$ cat config.mk
export PLATFORM = sky130hd
export DESIGN_NAME = ldsc_top
export DESIGN_NICKNAME = d
export VERILOG_FILES = /design/src/ldsc_pkg.sv /design/src/ldsc_word_if.sv /design/src/ldsc_top.sv /design/src/ldsc_rx.sv
export VERILOG_INCLUDE_DIRS = /design/src
export SDC_FILE = /design/constraint.sdc
export NUM_CORES = 1
export LEC_CHECK = 0
export BUFFER_PORTS_ARGS = -buffer_cell sky130_fd_sc_hd__buf_2
export CAP_MARGIN = 30
export CORE_MARGIN = 2
export CORE_UTILIZATION = 63
export CTS_CLUSTER_DIAMETER = 30
export DETAILED_ROUTE_END_ITERATION = 12
export HOLD_SLACK_MARGIN = 0.1
export PLACE_DENSITY = 0.84
export SLEW_MARGIN = 20
export SYNTH_ARGS = -nofsm -noshare
export SYNTH_HDL_FRONTEND = slang
export SYNTH_SLANG_ARGS = --single-unit
$ cat constraint.sdc
create_clock -name CORE_CLK -period 5.7 [get_ports CORE_CLK]
set_input_delay 1.14 -clock CORE_CLK [delete_from_list [all_inputs] [get_ports CORE_CLK]]
set_output_delay 1.14 -clock CORE_CLK [all_outputs]
set_load 0.02 [all_outputs]
$ cat src/ldsc_cfg.svh
// Constants of the LED driver serial control block: addresses, fields,
// reset values and timing. Included by ldsc_top and ldsc_rx of the block.
//
// What this block does
// - Word 13H puts channels one to four in group A, five and six in B.
// - Word 25H sets group A dimming to five, 10mA at 30mA range.
// - Word 3AH sets group B dimming to ten, 20mA at 30mA range.
// - One word per enable cycle; word 5CH turns groups A and B on together.
// - Leaving standby, LEDs stay dark until the 1.3ms soft start ends.
// - Word 2FH sets group A to fifteen; 58H lights all six ungrouped.
// - Word 50H turns group A off; no group or flash on means standby.
// - Dimming settings survive standby; 58H alone relights, soft start reruns.
// - Falling supply-loss reset input clears everything, LEDs off, standby.
// - Address 5H bits enable group A, group B, flash and regulator.
// - Power-up, reset pin or reset-mode word clear all registers to zero.
// - Max-current bit picks 30mA or 15mA full scale, 150mA or 75mA for flash, dimming linear.
`ifndef LDSC_CFG_SVH
`define LDSC_CFG_SVH

`define LDSC_ADR_GROUP    4'h1
`define LDSC_ADR_DIM_A    4'h2
`define LDSC_ADR_DIM_B    4'h3
`define LDSC_ADR_DIM_F    4'h4
`define LDSC_ADR_ON       4'h5
`define LDSC_ADR_SYS      4'h6
`define LDSC_ADR_RESET    4'h7

`define LDSC_ON_A         3
`define LDSC_ON_B         2
`define LDSC_ON_F         1
`define LDSC_ON_LDO       0
`define LDSC_SYS_A        3
`define LDSC_SYS_B        2
`define LDSC_SYS_F        1

`define LDSC_REG_RST      4'h0
`define LDSC_WORD_BITS    4'h8

`define LDSC_CLK_PERIOD_NS 10
`define LDSC_SOFT_START_NS 1300000

`endif

$ cat src/ldsc_pkg.sv
// Types shared by the LED driver serial control block.
// Assumes nothing beyond a SystemVerilog compiler.
`default_nettype none
package ldsc_pkg;
  typedef enum logic [1:0] {
    LDSC_STANDBY = 2'b00,
    LDSC_SOFT    = 2'b01,
    LDSC_ACTIVE  = 2'b10
  } ldsc_state_t;
  typedef logic [3:0] ldsc_nib_t;
endpackage
`default_nettype wire

$ cat src/ldsc_word_if.sv
// Carries one received command word from the serial receiver to the core.
// Assumes both ends sit on CORE_CLK.
`timescale 1ns/1ns
`default_nettype none
interface ldsc_word_if;
  logic [7:0] word;
  logic       valid;
  modport rx   (output word, output valid);
  modport core (input word, input valid);
endinterface
`default_nettype wire

$ cat src/ldsc_top.sv
// LED driver control core: command registers, standby and soft start.
// Assumes a host on the serial pins; currents are reported in mA codes.
`timescale 1ns/1ns
`default_nettype none
`include "ldsc_cfg.svh"
module ldsc_top
  import ldsc_pkg::*;
#(
  parameter int unsigned SOFT_START_CYC =
    `LDSC_SOFT_START_NS / `LDSC_CLK_PERIOD_NS
)(
  input  wire logic        CORE_CLK,
  input  wire logic        ARST_N,
  input  wire logic        SER_EN,
  input  wire logic        SER_CLK,
  input  wire logic        SER_DAT,
  input  wire logic        SUPPLY_LOSS_RESET_N,
  output logic [47:0]      LED_MA,
  output logic [7:0]       FLASH_MA,
  output logic             LDO_ON,
  output logic             PUMP_ON,
  output logic             STANDBY,
  output logic             SOFT_START_BUSY
);
  ldsc_word_if w ();

  ldsc_rx u_rx (
    .core_clk (CORE_CLK),
    .arst_n   (ARST_N),
    .ser_en   (SER_EN),
    .ser_clk  (SER_CLK),
    .ser_dat  (SER_DAT),
    .w        (w)
  );

  // Backlight step: 2mA per step at full range, 1mA at half range
  function automatic logic [7:0] bl_ma(ldsc_nib_t dim, logic half);
    bl_ma = half ? {4'h0, dim} : {3'h0, dim, 1'b0};
  endfunction

  function automatic logic [7:0] fl_ma(ldsc_nib_t dim, logic half);
    fl_ma = {4'h0, dim} * (half ? 8'h05 : 8'h0A);
  endfunction

  logic [2:0]  rs_q;
  logic        rflt_q;
  ldsc_nib_t   grp_q, dim_a_q, dim_b_q, dim_f_q, on_q, sys_q;
  ldsc_state_t state_q, state_d;
  logic [17:0] ss_cnt_q, ss_cnt_d;
  logic [47:0] led_d;
  logic [7:0]  flash_d;

  // Supply-loss pin through three stages; low once late stages agree
  always_ff @(posedge CORE_CLK or negedge ARST_N) begin
    if (!ARST_N) begin
      rs_q   <= 3'h0;
      rflt_q <= 1'b0;
    end else begin
      rs_q   <= {rs_q[1:0], SUPPLY_LOSS_RESET_N};
      rflt_q <= (rs_q[1] == rs_q[2]) ? rs_q[2] : rflt_q;
    end
  end

  wire        pin_rst = ~rflt_q;
  wire        wr      = w.valid;
  wire [3:0]  adr     = w.word[7:4];
  wire [3:0]  dat     = w.word[3:0];
  wire        clr     = pin_rst || (wr && adr == `LDSC_ADR_RESET);
  wire        any_led = on_q[`LDSC_ON_A] | on_q[`LDSC_ON_B] | on_q[`LDSC_ON_F];
  wire        lit     = state_q == LDSC_ACTIVE;
  // Grouping code g moves the last g-1 channels to B, at most five
  wire [3:0]  b_cnt   = (grp_q == 4'h0) ? 4'h0 :
                        (grp_q > 4'h6) ? 4'h5 : grp_q - 4'h1;

  // Each write lands immediately, so writes apply in arrival order
  always_ff @(posedge CORE_CLK or negedge ARST_N) begin
    if (!ARST_N) begin
      grp_q   <= `LDSC_REG_RST;
      dim_a_q <= `LDSC_REG_RST;
      dim_b_q <= `LDSC_REG_RST;
      dim_f_q <= `LDSC_REG_RST;
      on_q    <= `LDSC_REG_RST;
      sys_q   <= `LDSC_REG_RST;
    end else if (clr) begin
      grp_q   <= `LDSC_REG_RST;
      dim_a_q <= `LDSC_REG_RST;
      dim_b_q <= `LDSC_REG_RST;
      dim_f_q <= `LDSC_REG_RST;
      on_q    <= `LDSC_REG_RST;
      sys_q   <= `LDSC_REG_RST;
    end else if (wr) begin
      case (adr)
        `LDSC_ADR_GROUP: grp_q   <= dat;
        `LDSC_ADR_DIM_A: dim_a_q <= dat;
        `LDSC_ADR_DIM_B: dim_b_q <= dat;
        `LDSC_ADR_DIM_F: dim_f_q <= dat;
        `LDSC_ADR_ON:    on_q    <= dat;
        `LDSC_ADR_SYS:   sys_q   <= dat;
        default:         grp_q   <= grp_q;
      endcase
    end
  end

  always_comb begin
    state_d  = state_q;
    ss_cnt_d = ss_cnt_q;
    case (state_q)
      LDSC_STANDBY: begin
        ss_cnt_d = 18'h00000;
        if (any_led)
          state_d = LDSC_SOFT;
      end
      LDSC_SOFT: begin
        ss_cnt_d = ss_cnt_q + 18'h00001;
        if (!any_led)
          state_d = LDSC_STANDBY;
        else if (ss_cnt_q == 18'(SOFT_START_CYC - 1))
          state_d = LDSC_ACTIVE;
      end
      LDSC_ACTIVE: begin
        if (!any_led)
          state_d = LDSC_STANDBY;
      end
      default: state_d = LDSC_STANDBY;
    endcase
  end

  always_ff @(posedge CORE_CLK or negedge ARST_N) begin
    if (!ARST_N) begin
      state_q  <= LDSC_STANDBY;
      ss_cnt_q <= 18'h00000;
    end else begin
      state_q  <= state_d;
      ss_cnt_q <= ss_cnt_d;
    end
  end

  // Channel i sits in B when i >= 6 - b_cnt; dark unless soft start done
  always_comb begin
    led_d = 48'h0;
    for (int i = 0; i < 6; i++) begin
      if (i >= 6 - int'(b_cnt)) begin
        if (lit && on_q[`LDSC_ON_B])
          led_d[i*8 +: 8] = bl_ma(dim_b_q, sys_q[`LDSC_SYS_B]);
      end else if (lit && on_q[`LDSC_ON_A]) begin
        led_d[i*8 +: 8] = bl_ma(dim_a_q, sys_q[`LDSC_SYS_A]);
      end
    end
    flash_d = (lit && on_q[`LDSC_ON_F]) ?
              fl_ma(dim_f_q, sys_q[`LDSC_SYS_F]) : 8'h00;
  end

  always_ff @(posedge CORE_CLK or negedge ARST_N) begin
    if (!ARST_N) begin
      LED_MA   <= 48'h0;
      FLASH_MA <= 8'h00;
      LDO_ON   <= 1'b0;
    end else begin
      LED_MA   <= led_d;
      FLASH_MA <= flash_d;
      LDO_ON   <= on_q[`LDSC_ON_LDO];
    end
  end

  assign PUMP_ON         = state_q != LDSC_STANDBY;
  assign STANDBY         = state_q == LDSC_STANDBY;
  assign SOFT_START_BUSY = state_q == LDSC_SOFT;

  property p_grp13;
    @(posedge CORE_CLK) disable iff (!ARST_N)
      (wr && w.word == 8'h13 && !pin_rst) |=> grp_q == 4'h3;
  endproperty
  a_grp13: assert property (p_grp13)
    else $error("grouping word not applied");

  property p_dim25;
    @(posedge CORE_CLK) disable iff (!ARST_N)
      (wr && w.word == 8'h25 && !pin_rst) |=> dim_a_q == 4'h5;
  endproperty
  a_dim25: assert property (p_dim25)
    else $error("group A dimming not set to five");

  property p_dim3a;
    @(posedge CORE_CLK) disable iff (!ARST_N)
      (wr && w.word == 8'h3A && !pin_rst && !sys_q[2] && lit
       && on_q[2] && grp_q == 4'h3)
      |=> ##1 LED_MA[47:40] == 8'h14;
  endproperty
  a_dim3a: assert property (p_dim3a)
    else $error("group B not at 20mA");

  property p_on5c;
    @(posedge CORE_CLK) disable iff (!ARST_N)
      (wr && w.word == 8'h5C && !pin_rst) |=> (on_q[3] && on_q[2]);
  endproperty
  a_on5c: assert property (p_on5c)
    else $error("groups A and B not both on");

  property p_dark;
    @(posedge CORE_CLK) disable iff (!ARST_N)
      (state_q != LDSC_ACTIVE) |=> LED_MA == 48'h0;
  endproperty
  a_dark: assert property (p_dark)
    else $error("LEDs lit before soft start ends");

  // Counter steps once more on the edge that enters ACTIVE, then holds
  property p_ss_len;
    @(posedge CORE_CLK) disable iff (!ARST_N)
      $rose(state_q == LDSC_ACTIVE) |-> ss_cnt_q == 18'(SOFT_START_CYC);
  endproperty
  a_ss_len: assert property (p_ss_len)
    else $error("soft start length wrong");

  property p_full_a;
    @(posedge CORE_CLK) disable iff (!ARST_N)
      (lit && grp_q == 4'h0 && dim_a_q == 4'hF && !sys_q[3] && on_q[3])
      |=> LED_MA == {6{8'h1E}};
  endproperty
  a_full_a: assert property (p_full_a)
    else $error("six channels not at 30mA");

  property p_off50;
    @(posedge CORE_CLK) disable iff (!ARST_N)
      (wr && w.word == 8'h50 && on_q[1] == 1'b0) |=> ##1 STANDBY;
  endproperty
  a_off50: assert property (p_off50)
    else $error("standby not entered");

  property p_keep;
    @(posedge CORE_CLK) disable iff (!ARST_N)
      (STANDBY && !wr && !pin_rst) |=> $stable(dim_a_q) && $stable(dim_b_q);
  endproperty
  a_keep: assert property (p_keep)
    else $error("dimming lost in standby");

  property p_pinrst;
    @(posedge CORE_CLK) disable iff (!ARST_N)
      pin_rst |=> (on_q == 4'h0 && dim_a_q == 4'h0 && grp_q == 4'h0)
      ##1 (STANDBY && LED_MA == 48'h0);
  endproperty
  a_pinrst: assert property (p_pinrst)
    else $error("reset pin did not clear");

  property p_half;
    @(posedge CORE_CLK) disable iff (!ARST_N)
      (lit && grp_q == 4'h0 && on_q[3] && sys_q[3])
      |=> LED_MA[7:0] == {4'h0, $past(dim_a_q)};
  endproperty
  a_half: assert property (p_half)
    else $error("half range current wrong");
endmodule // ldsc_top
`default_nettype wire

$ cat src/ldsc_rx.sv
// Three-wire serial receiver: enable, shift clock and data from the host.
// Assumes pins are asynchronous to CORE_CLK and far slower than it.
`timescale 1ns/1ns
`default_nettype none
`include "ldsc_cfg.svh"
module ldsc_rx
  import ldsc_pkg::*;
(
  input  wire logic  core_clk,
  input  wire logic  arst_n,
  input  wire logic  ser_en,
  input  wire logic  ser_clk,
  input  wire logic  ser_dat,
  ldsc_word_if.rx    w
);
  logic [2:0] s1_q, s2_q, s3_q, f_q;
  logic [7:0] sh_q;
  logic [3:0] cnt_q;
  logic       en_prev_q, ck_prev_q;
  logic       en_fall, ck_rise;

  // Filtered level moves only once the two late stages agree
  always_ff @(posedge core_clk or negedge arst_n) begin
    if (!arst_n) begin
      s1_q <= 3'h0;
      s2_q <= 3'h0;
      s3_q <= 3'h0;
      f_q  <= 3'h0;
    end else begin
      s1_q <= {ser_en, ser_clk, ser_dat};
      s2_q <= s1_q;
      s3_q <= s2_q;
      f_q  <= (s2_q & s3_q) | (f_q & (s2_q | s3_q));
    end
  end

  assign en_fall = en_prev_q & ~f_q[2];
  assign ck_rise = f_q[2] & f_q[1] & ~ck_prev_q;

  always_ff @(posedge core_clk or negedge arst_n) begin
    if (!arst_n) begin
      en_prev_q <= 1'b0;
      ck_prev_q <= 1'b0;
      sh_q      <= 8'h00;
      cnt_q     <= 4'h0;
      w.valid   <= 1'b0;
      w.word    <= 8'h00;
    end else begin
      en_prev_q <= f_q[2];
      ck_prev_q <= f_q[1];
      w.valid   <= en_fall && cnt_q == `LDSC_WORD_BITS;
      if (en_fall)
        w.word <= sh_q;
      if (!f_q[2])
        cnt_q <= 4'h0;
      else if (ck_rise) begin
        sh_q  <= {sh_q[6:0], f_q[0]};
        // Saturates at fifteen so an overlong frame is dropped
        cnt_q <= (cnt_q == 4'hF) ? cnt_q : cnt_q + 4'h1;
      end
    end
  end

  property p_apply;
    @(posedge core_clk) disable iff (!arst_n)
      (en_fall && cnt_q == 4'h8) |=> (w.valid && w.word == $past(sh_q));
  endproperty
  a_apply: assert property (p_apply)
    else $error("complete word not applied on enable fall");

  property p_short;
    @(posedge core_clk) disable iff (!arst_n)
      (en_fall && cnt_q != 4'h8) |=> !w.valid;
  endproperty
  a_short: assert property (p_short)
    else $error("partial word applied");
endmodule // ldsc_rx
`default_nettype wire

Word-level counts from Yosys, hierarchy flattened:

Index checks and enable logic that the tools add are counted.

* add/sub/neg operators: 4
* muxes and demuxes: 41
* $lt $le $gt $ge: 7
* multiply operators: 1
* reduce and logical (&&, ||, !) cells: 26
* equality and inequality tests: 18
* bitwise logic cells: 12

Operators with widths (number)
* 2-to-1 mux 4 bit: 24
* one-hot mux 18 bit (2 select lines): 1
* 2-to-1 mux 5 bit: 7
* 2-to-1 mux 8 bit: 4
* adder 18 x 1 -> 18 bit, second input constant: 1
* equality test 18 x 17 -> 1 bit, second input constant: 1
* nonzero test 2 bit: 9
* equality test 4 x 3 -> 1 bit, second input constant: 4
* AND reduction 2 bit: 8
* greater-or-equal comparator 3 x 5 -> 1 bit, first input constant: 2
* greater-or-equal comparator 4 x 5 -> 1 bit, first input constant: 2
* equality test 4 x 2 -> 1 bit, second input constant: 2
* equality test 4 bit, second input constant: 2
* multiplier 4 x 4 -> 8 bit: 1
* 2-to-1 mux 2 bit: 4
* AND 3 bit: 2
* != test 2 bit, second input constant: 3
* OR 3 bit: 2
* one-hot mux 2 bit (3 select lines): 1
* greater-or-equal comparator 1 x 5 -> 1 bit, first input constant: 1
* greater-or-equal comparator 2 x 5 -> 1 bit, first input constant: 1
* logical AND 1 bit: 5
* subtractor 3 x 4 -> 5 bit, first input constant: 1
* adder 4 x 1 -> 4 bit, second input constant: 1
* 15 further kinds: 20

* flip-flop bits (word level): 140
* logic and storage cells: 132
* output and inout port bits: 60
* input port bits: 6

Longest topological paths before layout:

Gate-level depths: netlist of run 1.

* depth in word-level cells: 6
* gate-level depth with buffers: 16
* depth with buffers taken out: 15

By module:

From an unflattened synthesis of run 1, not the netlist that was laid out.

* cell total of the unflattened synthesis: 440
* area total of the unflattened synthesis: 5456.5 sq um

Modules (own cells, without submodules)
* ldsc_top: seq. area each 2152.1 sq um, times used 1, area an instance 4199.0 sq um, cells each 361
* ldsc_rx: seq. area each 875.8 sq um, times used 1, area an instance 1257.5 sq um, cells each 79

Worst setup path after synthesis of run 1:

Ideal clock, no wire load.

* path type: reg-to-reg
* start point: register grp_q[0]
* end point: register LED_MA[0]
* setup time: 0.128 ns
* arrival time: 2.942 ns
* slack: 2.630 ns
* required time: 5.572 ns
* stages on the path, launching flop included: 16
* clock period less this slack: 3.070 ns
* buffers on the path: 2
* cells stage by stage: dfrtp_1 > inv_1 > ha_1 > or2_1 > a32oi_4 > ha_1 > or2_1 > buf_4 > nand2_4 > nor2_1 > ha_1 > clkbuf_1 > nor2_1 > o211ai_1 > o311a_1 > nand3_1

* cells in the longest elaborated chain, start to end: 6
* elaborated cells on any way between the ends: 8
* classes of those cells: add/sub (2); order compare (2); mux (3); reduce/logical (1)

Ends and longest elaborated chain
* from (decl): line ldsc_top.sv:47 `ldsc_nib_t grp_q, dim_a_q, dim_b_q, dim_f_q, on_q, sys_q;`
* from (signal assigned): line ldsc_top.sv:78 `` grp_q <= `LDSC_REG_RST; ``
* from (signal assigned): line ldsc_top.sv:85 `` grp_q <= `LDSC_REG_RST; ``
* from (signal assigned): line ldsc_top.sv:93 `` `LDSC_ADR_GROUP: grp_q <= dat; ``
* subtractor 4 x 1 -> 4 bit or > comparator 4 x 3 -> 1 bit (tied branches): line ldsc_top.sv:73 `(grp_q > 4'h6) ? 4'h5 : grp_q - 4'h1;`
* 2-to-1 mux 4 bit: line ldsc_top.sv:73
* 2-to-1 mux 4 bit (*): line ldsc_top.sv:72 `wire [3:0] b_cnt = (grp_q == 4'h0) ? 4'h0 :`
* subtractor 3 x 4 -> 5 bit (*): line ldsc_top.sv:142 `if (i >= 6 - int'(b_cnt)) begin`
* greater-or-equal comparator 1 x 5 -> 1 bit (*): line ldsc_top.sv:142
* 2-to-1 mux 8 bit (*): line ldsc_top.sv:142
* named net led_d[0]: line ldsc_top.sv:50 `logic [47:0] led_d;`
* to (signal assigned): line ldsc_top.sv:159 `LED_MA <= led_d;`
* to (decl): line ldsc_top.sv:18 `output logic [47:0] LED_MA,`

Mark *: on every way through the listed nets, which the timed path passes. The rest lies on a longest branch.
A chain may end at the register's enable or synchronous reset.

Worst setup path after layout of run 1:

* start point: register grp_q[0]
* end point: register LED_MA[1]

Same word-level chain as after synthesis.

==> results of run 1 <==
[routing by layer]
metal  track usage [%]  part of all wire [%]  wire, um
met2             40.38                    50      5675
met4             8.008                   1.4       156
met5                 0                     0         0
met3             5.641                   5.2       600
met1             32.65                    44      5023
[power groups by stage]
| stage | clock, mW | combinational [mW] | sequential [mW] |
|---|---|---|---|
| final | 1.02 | 1.02 | 1.11 |
| after global placement | 0 | 0.961 | 1.11 |
| after detailed placement | 0 | 0.992 | 1.12 |
| after global routing | 1.07 | 1.13 | 1.13 |
| after CTS | 1.03 | 1.00 | 1.11 |
| after floorplan | 0 | 0.815 | 1.08 |
[through the flow]
step	setup slack (ns)	total power, mW	instance area [um2]	utilization [%]	instances
2_1_floorplan	2.630	1.893	5847	-	539
3_3_place_gp	2.316	2.067	6038	68.57	664
3_5_place_dp	2.156	2.110	6038	68.57	664
4_1_cts	2.107	3.144	6608	75.04	695
5_1_grt	1.780	3.328	6615	75.12	696
6_report	2.043	3.152	6615	75.12	696
[state kept, by name, indices dropped and copies added, names as in the netlist, 2 cells and up]
register / count
LED_MA: 30
ss_cnt_q: 18
FLASH_MA: 8
u_rx.sh_q: 8
u_rx.w.word: 8
dim_a_q: 4
dim_b_q: 4
dim_f_q: 4
grp_q: 4
on_q: 4
u_rx.cnt_q: 4
rs_q: 3
sys_q: 3
u_rx.f_q: 3
u_rx.s1_q: 3
u_rx.s2_q: 3
u_rx.s3_q: 3
state_q: 2
[kinds of logic after synthesis]
logic type	Yosys count	synth area share, %
flip-flops	121	52.39
AND/OR/NAND/NOR	172	14.85
buffers and inverters	53	4.698
multiplexers	59	11.13
AO/OA/AOI/OAI	69	8.335
XOR/XNOR	21	3.183
adder cells (fa/ha/maj)	24	5.283
other	2	0.1299
[area by class of cell]
cell class,instances,area share [%]
sequential,121,45.77
multi-input combinational,365,38.51
clock buffer,21,6.790
timing repair buffer,49,3.821
tap,108,2.043
clock inverter,10,1.816
inverter,22,1.248
[worst max-delay path by stage]
stage | from | end | slack [ns] | cells after the start
after floorplan | grp_q[0] | LED_MA[0] | 2.63 | 15
after global placement | grp_q[0] | LED_MA[0] | 2.32 | 14
after detailed placement | grp_q[0] | LED_MA[0] | 2.16 | 14
after CTS | grp_q[0] | LED_MA[1] | 2.11 | 14
after global routing | grp_q[0] | LED_MA[1] | 1.78 | 14
final | grp_q[0] | LED_MA[1] | 2.04 | 14
[cell usage in the layout (no fill, tap or decap), types with 4 or more instances in the layout]
cell                        instances
sky130_fd_sc_hd__and3_1             5
sky130_fd_sc_hd__nand3_1           17
sky130_fd_sc_hd__nand4_1            5
sky130_fd_sc_hd__and2_1             8
sky130_fd_sc_hd__clkbuf_16         16
sky130_fd_sc_hd__nor3_1            13
sky130_fd_sc_hd__a31oi_1            4
sky130_fd_sc_hd__nor2b_1           10
sky130_fd_sc_hd__xnor2_1            9
sky130_fd_sc_hd__ha_1              18
sky130_fd_sc_hd__o2111ai_1          7
sky130_fd_sc_hd__o21ai_0           30
sky130_fd_sc_hd__mux2_2            42
sky130_fd_sc_hd__nand3b_1           4
sky130_fd_sc_hd__inv_1             22
sky130_fd_sc_hd__conb_1            20
sky130_fd_sc_hd__nand2_1           53
sky130_fd_sc_hd__xor2_1            12
sky130_fd_sc_hd__o211ai_1           6
sky130_fd_sc_hd__a21oi_1            6
sky130_fd_sc_hd__dfrtp_1          121
sky130_fd_sc_hd__mux2i_1           17
sky130_fd_sc_hd__o311a_1            4
sky130_fd_sc_hd__nor2_1            36
sky130_fd_sc_hd__maj3_1             4
sky130_fd_sc_hd__buf_2             46
[cell usage after synthesis (12+ instances only)]
master and count:
sky130_fd_sc_hd__o21ai_0 30, sky130_fd_sc_hd__nor3_1 13, sky130_fd_sc_hd__ha_1 18, sky130_fd_sc_hd__nand2_1 53, sky130_fd_sc_hd__nand3_1 17, sky130_fd_sc_hd__nor2_1 36, sky130_fd_sc_hd__inv_1 22, sky130_fd_sc_hd__mux2i_1 17
sky130_fd_sc_hd__mux2_2 42, sky130_fd_sc_hd__buf_4 19, sky130_fd_sc_hd__xor2_1 12, sky130_fd_sc_hd__dfrtp_1 121
[critical path, cell delays in order, from the launching register on]
cell and delay [ns]:
sky130_fd_sc_hd__dfrtp_1 0.42, sky130_fd_sc_hd__inv_1 0.10, sky130_fd_sc_hd__ha_1 0.28, sky130_fd_sc_hd__or2_1 0.27
sky130_fd_sc_hd__a32oi_4 0.31, sky130_fd_sc_hd__ha_1 0.33, sky130_fd_sc_hd__or2_1 0.30, sky130_fd_sc_hd__nand2_4 0.14
sky130_fd_sc_hd__nor2_1 0.15, sky130_fd_sc_hd__ha_1 0.41, sky130_fd_sc_hd__nand2b_1 0.26, sky130_fd_sc_hd__nor2_1 0.08
sky130_fd_sc_hd__o211ai_1 0.21, sky130_fd_sc_hd__o311a_1 0.20, sky130_fd_sc_hd__nand3_1 0.06
==> results.md, run 1 <==
Timing:
- The hold violation total from the final report is 0.
- The largest clock skew in the final design is 0.01036 ns.
- Setup repair after global routing left no endpoint under its margin.
- The count of pins over their slew limit is 0.
- The timing-limited maximum frequency is 0.2735 GHz.
- The final cycle utilization of the critical path is 64.15%.
- The worst hold-check slack is 0.3478 ns.
- Setup violations remaining at the end of the flow were counted as 0.
- The worst path needs 3.657 ns of the cycle, external delays included.
- Setup total negative slack on the finished layout was measured at 0 ns.
- The slew at the pin with the worst max-slew slack is 0.7778 ns.
- The headroom to the max-slew limit is 48.04%.

Synth:
- The cell count after synthesis came out at 521.
- For this run, the leading register cell type out of synthesis is sky130_fd_sc_hd__dfrtp_1.
- The synthesized design contains 0 enable-type register cells.
- Of all cell types, the one taking the most synthesized area is sky130_fd_sc_hd__dfrtp_1.
- By area the synthesized netlist is led by sky130_fd_sc_hd__dfrtp_1 (52%), sky130_fd_sc_hd__mux2_2 (8.2%), sky130_fd_sc_hd__ha_1 (3.9%).
- The share of synthesized area in the top cell type comes to 52.39%.
- The post-synthesis sequential area ratio is 52.39%.
- The mean cell area of the mapped netlist is 11.09 um2.
- The number of warnings printed during yosys synthesis is 0.
- The synthesized design contains 121 register bits.
- The mapped netlist covers 5779 um2.
- The number of library cell types mapped by synthesis is 50.
- The post-synthesis async set-or-reset flop share is 100.0%.

Critical path:
- The worst setup path is captured at a register.
- Data on the critical path arrives at its endpoint at 4.04 ns.
- In this run the critical register-to-register path is launched from grp_q[0].
- Of all nets on the critical path, the largest fanout is 16.
- By startpoint and endpoint, the worst setup path is classified as register to register.
- The endpoint identified for the worst register-to-register timing path is LED_MA[1].
- Counting cells, the worst reg-to-reg path comes to 14.
- The data required time of the critical path is 6.09 ns.
- The worst setup path is launched from a register.
- Setup slack on the worst reg-to-reg path comes out at 2.04 ns.

Global route:
- The all-layer global routing usage is 24.53%.
- Summed over all layers, the global routing overflow is 0.
- The initial antenna violation count is 0.
- The global-route wire length before repair is 19.17 mm.
- The via count of the first global-routing pass was 4009.
- Entering global routing, the biggest net connects 64 pins.

Clock tree:
- In this run, CTS created clock tree buffers numbering 17.
- In this run the post-CTS setup repair buffer count came out at 0.
- The H-tree level count is 4.
- In this run the deepest clock path goes through 2 buffers.
- The tree built by TritonCTS fans out to 121 sinks.
- The count of instances resized after the clock tree is built is 0.
- The number of hold-repair buffers added at the cts stage is 0.
- The clock root buffer is sky130_fd_sc_hd__clkbuf_8.
- TritonCTS built the clock tree.
- The clock latency on the worst-skew pair is 0.51 ns.
- The clock-pin slew reported for the worst setup and hold paths after clock tree synthesis is 0.06 ns.

Pwr:
- Per report_power, the clock group accounts for 32.5% of the total.
- For this design the ratio of total power to cell area is 476.5 nW/um2.
- The fraction of power consumed by sequential logic is 35.2%.
- The maximum VDD drop is 383.0 uV.
- The internal power of the cells totals 2.011 mW.
- Of the total power, the share spent switching nets is 36.22%.
- The power dissipated by switching net loads is 1.142 mW.
- The analysis attributes to cell leakage a power of 3.288 nW.
- The relative contribution of combinational cells to total power is 32.3%.

Drt:
- The number of DRC violations after detailed routing is 0.
- The detailed-route wire length is 11.46 mm.
- The via count is 4001.
- The first detailed-routing pass took 4 iterations.
- Once detail routing completed, the nets flagged for antenna violations numbered 0.
- The mean routed wirelength per cell is 16.46 um.
- For this block, the initial DRC count from the detailed router was 159.
- Using the TritonRoute via totals, the vias-per-cell ratio works out to 5.749.

Hold path:
- The class of the most critical hold timing path is register to register.
- The worst hold path stage count is 0.
- The launch instance of the worst min-delay path is rs_q[0].
- The path with the worst hold slack has its endpoint at rs_q[1].

Placed design:
- The HPWL after detailed placement is 7.681 mm.
- The final RePlAce weighted congestion is 0.9392.
- Buffers placed on the I/O ports in this run total 47.

Layout:
- 0 antenna diodes ended up in the layout.
- The total number of nets in the final design is 602.
- The register area is 3028 um2.
- The area used by multi-input combinational logic is 2547 um2.
- After filler insertion, the fill cell instance count of the layout stands at 546.
- The area added between synthesis and finish is 14.46%.
- The layout cell share with drive strength beyond 1 is 22.28%.

Status:
- The run finished with clean final reports.

Die:
- The total number of placement rows is 34.
- The number of placed I/O pins is 66.
- The floorplan step defined a die boundary enclosing 9956 um2.
- The core box area is 8806 um2.
- For this configuration, the core starts out at a cell density of 65.63%.
- The die outline height is 99.78 um.
- In this run the horizontal extent of the chip is 99.78 um.

Run:
- Across the run, the number of max-cap violations was 0.
(Power assumes the default switching activity.)
==> run 2: changes to the inputs <==
Settings changed: CORE_UTILIZATION 63 to 53, PLACE_DENSITY 0.84 to 0.75.
Clock period 5.7 ns to 3.35 ns, I/O delays scaled along.
==> run 2 against run 1 <==
  * Worst setup slack worse by 1.8 ns
  * Critical path depth down 3
  * Sequential share of layout area is 0.68 points lower
  * Critical path type unchanged
  * Largest cell class unchanged
  * Highest routed layer unchanged
==> results.md, run 2 (synthesis gave the netlist of run 1 again) <==
Clock tree:
- The clock latency on the worst-skew pair is 0.52 ns.
- TritonCTS built the clock tree.
- The total setup buffers inserted after CTS is 0.
- CTS built an H-tree with a depth of 4.
- The clock-pin slew reported for the worst setup and hold paths after clock tree synthesis is 0.06 ns.
- The total clock buffers created by CTS is 17.
- The number of clock sinks is 121.
- The longest clock path from root to sink contains 2 buffers.
- The clock root buffer is sky130_fd_sc_hd__clkbuf_8.

Timing:
- After layout, the worst path uses 93.89% of the clock period.
- The worst hold-check slack is 0.2506 ns.
- For the final database, setup skew stands at 0.009166 ns.
- The hold violation total from the final report is 0.
- The timing-limited maximum frequency is 0.3179 GHz.
- For the pin with the worst max-slew slack, the measured transition is 0.8083 ns.
- The final worst slack is 0.2046 ns.
- The count of pins over their slew limit is 0.
- The aggregate negative setup slack is 0 ns.
- Setup repair after global routing left no endpoint under its margin.
- The headroom to the max-slew limit is 46.01%.
- Setup violations remaining at the end of the flow were counted as 0.
- The post-route minimum period is 3.145 ns.

Critical path:
- The capture point of the critical path is LED_MA[4].
- The number of cells on the worst reg-to-reg path is 11.
- The top fanout value on the critical path is 8.
- The end of the worst register-to-register path is LED_MA[4].
- Data arrives at the worst endpoint at 3.55 ns.
- Across all register-to-register paths, the minimum setup slack is 0.20 ns.
- The data required time of the critical path is 3.75 ns.
- The start point of the critical path is grp_q[0].
- The critical path class is register to register.
- The worst setup path is captured at a register.
- The launch instance of the worst register-to-register path is grp_q[0].
- The worst setup path is launched from a register.

Pwr:
- Net switching is 36.57% of the power.
- Overall power consumption after layout is estimated at 5.411 mW.
- The cell area power density is 805.8 nW/um2.
- Of the total power, registers draw 34.8%.
- The relative contribution of combinational cells to total power is 33.8%.
- The worst-case IR drop observed on VDD is 445.5 uV.
- The reported leakage power is 3.312 nW.
- Cell internal power was estimated by the tool at 3.432 mW.
- In this run, the clock network consumes 31.4% of the power.
- The power dissipated by switching net loads is 1.979 mW.

Die:
- The number of placed I/O pins is 66.
- The die outline height is 108.4 um.
- The floorplan step defined a die boundary enclosing 11760 um2.
- Once the floorplan was initialized, standard cells occupied 53.78% of the core.
- The total number of placement rows is 38.
- The die width is 108.4 um.
- The core box area is 10750 um2.

Layout:
- The number of standard cells in the final layout excluding fillers is 734.
- The core occupancy in the finished layout is 62.49%.
- The register with the most flip-flops is LED_MA.
- The flip-flop count of the largest register, all copies and words added is 30.
- The layout has 855 filler cells.
- The largest registers in the layout are LED_MA x30, ss_cnt_q x18.
- The library cells used most frequently in the layout, excluding fill and tap cells, are sky130_fd_sc_hd__dfrtp_1 (121), sky130_fd_sc_hd__nand2_1 (53), sky130_fd_sc_hd__buf_2 (46), sky130_fd_sc_hd__mux2_2 (42), sky130_fd_sc_hd__nor2_1 (36).
- The number of inserted diodes is 0.
- Relative to the synthesized area, the layout overhead comes to 16.19%.
- The library cell used most frequently in the layout, excluding fill and tap cells, is sky130_fd_sc_hd__dfrtp_1.
- The cell area after layout is 6715 um2.
- The area used by multi-input combinational logic is 2572 um2.
- Of the cells placed in the final design, the portion with a size suffix greater than 1 is 23.23%.
- In the final design database the tool counted 607 nets.
- The register area is 3028 um2.

Drt:
- The number of DRC violations after detailed routing is 0.
- After detailed routing, the average wire length per cell comes to 15.42 um.
- Once detail routing completed, the nets flagged for antenna violations numbered 0.
- The per-cell via count in the routed design is 5.428.
- In this run, the number of DRC markers left after iteration 0 of detailed routing was 232.
- The via count is 3984.
- The number of iterations in the first detailed-routing pass is 4.
- The final layout contains routed wiring with a total length of 11.32 mm.

Global route:
- The all-layer global routing usage is 20.60%.
- The met2 capacity usage during global routing is 32.41%.
- The via count of the first global-routing pass came to 3919.
- The initial antenna violation count was 0.
- In the global route stage, met3 resource usage came out at 5.967%.
- The final global-route overflow total is 0.
- The largest net degree at the start of global routing is 62.
- The met1 track demand over resource is 26.66%.
- After global routing, the most crowded layer is met2.
- The global-route wire length before repair is 18.62 mm.

Placed design:
- The final RePlAce weighted congestion is 0.8339.
- The instance area after placement is 6128 um2.
- The number of port buffers is 47.
- In this run, placement finished with an instance count of 701.
- Before CTS, the worst setup slack after placement is 0.1474 ns.
- The detailed placer's ending HPWL is 7.656 mm.

Status:
- The flow ran to the end, and the final reports show no timing, DRC or antenna violations.

Run:
- The count of maximum capacitance violations is 0.

Hold path:
- The class of the most critical hold timing path is primary input to register.
## run 2: changes by cell type in the layout (fill, tap and decap cells not counted), sizes merged
cell / change
buf: +4
clkinv: +3
clkbuf: -2
clkinvlp: +1
dlygate4sd3: +1
inv: -1
## run 2: layout make-up
| class | count | share of cell area (%) |
|---|---|---|
| clock inverters | 13 | 1.938 |
| well taps | 140 | 2.609 |
| inverters | 22 | 1.230 |
| flip-flops and latches | 121 | 45.09 |
| multi-input cells | 365 | 38.31 |
| repair buffers | 54 | 4.546 |
| clock buffers | 19 | 6.279 |
## run 2: how the worst min path moves through the flow
| stage | endpoint | startpoint | slack, ns | cells past startpoint |
|---|---|---|---|---|
| after detailed placement | u_rx.s2_q[2] | u_rx.s1_q[2] | 0.33 | 0 |
| final | rs_q[0] | SUPPLY_LOSS_RESET_N | 0.25 | 1 |
| after CTS | rs_q[0] | SUPPLY_LOSS_RESET_N | 0.23 | 1 |
| after global placement | u_rx.s2_q[2] | u_rx.s1_q[2] | 0.34 | 0 |
| after global routing | u_rx.s1_q[1] | SER_CLK | 0.23 | 1 |
| after floorplan | rs_q[1] | rs_q[0] | 0.33 | 0 |
## run 2: repair_timing
| item | in CTS | in global routing |
|---|---|---|
| resized for setup | 0 | 4 |
| hold endpoints to repair | 27 | 0 |
| endpoints found under the setup margin | 0 | 5 |
| hold buffers | 1 | 0 |
## run 2: power groups by stage
stage,Combinational (mW),Sequential (mW),Clock (mW)
after floorplan,1.39,1.83,0
after global placement,1.70,1.88,0
final,1.83,1.88,1.70
after CTS,1.78,1.88,1.73
after global routing,2.00,1.92,1.80
after detailed placement,1.76,1.90,0
## run 2: routing by layer
metal  wire length (um)  share of wire [%]
met1               5167                 46
met2               5405                 48
met3                536                4.7
met4                209                1.8
met5                  0                  0
## run 2: critical path, cell delays in order, from the launching register on
cell,delay (ns)
sky130_fd_sc_hd__dfrtp_1,0.42
sky130_fd_sc_hd__inv_1,0.10
sky130_fd_sc_hd__ha_1,0.28
sky130_fd_sc_hd__or2_1,0.27
sky130_fd_sc_hd__a32oi_4,0.33
sky130_fd_sc_hd__ha_4,0.28
sky130_fd_sc_hd__a21boi_1,0.13
sky130_fd_sc_hd__a31oi_1,0.41
sky130_fd_sc_hd__o211ai_1,0.33
sky130_fd_sc_hd__nand3_1,0.16
sky130_fd_sc_hd__o2111ai_1,0.14
sky130_fd_sc_hd__nand3b_1,0.18
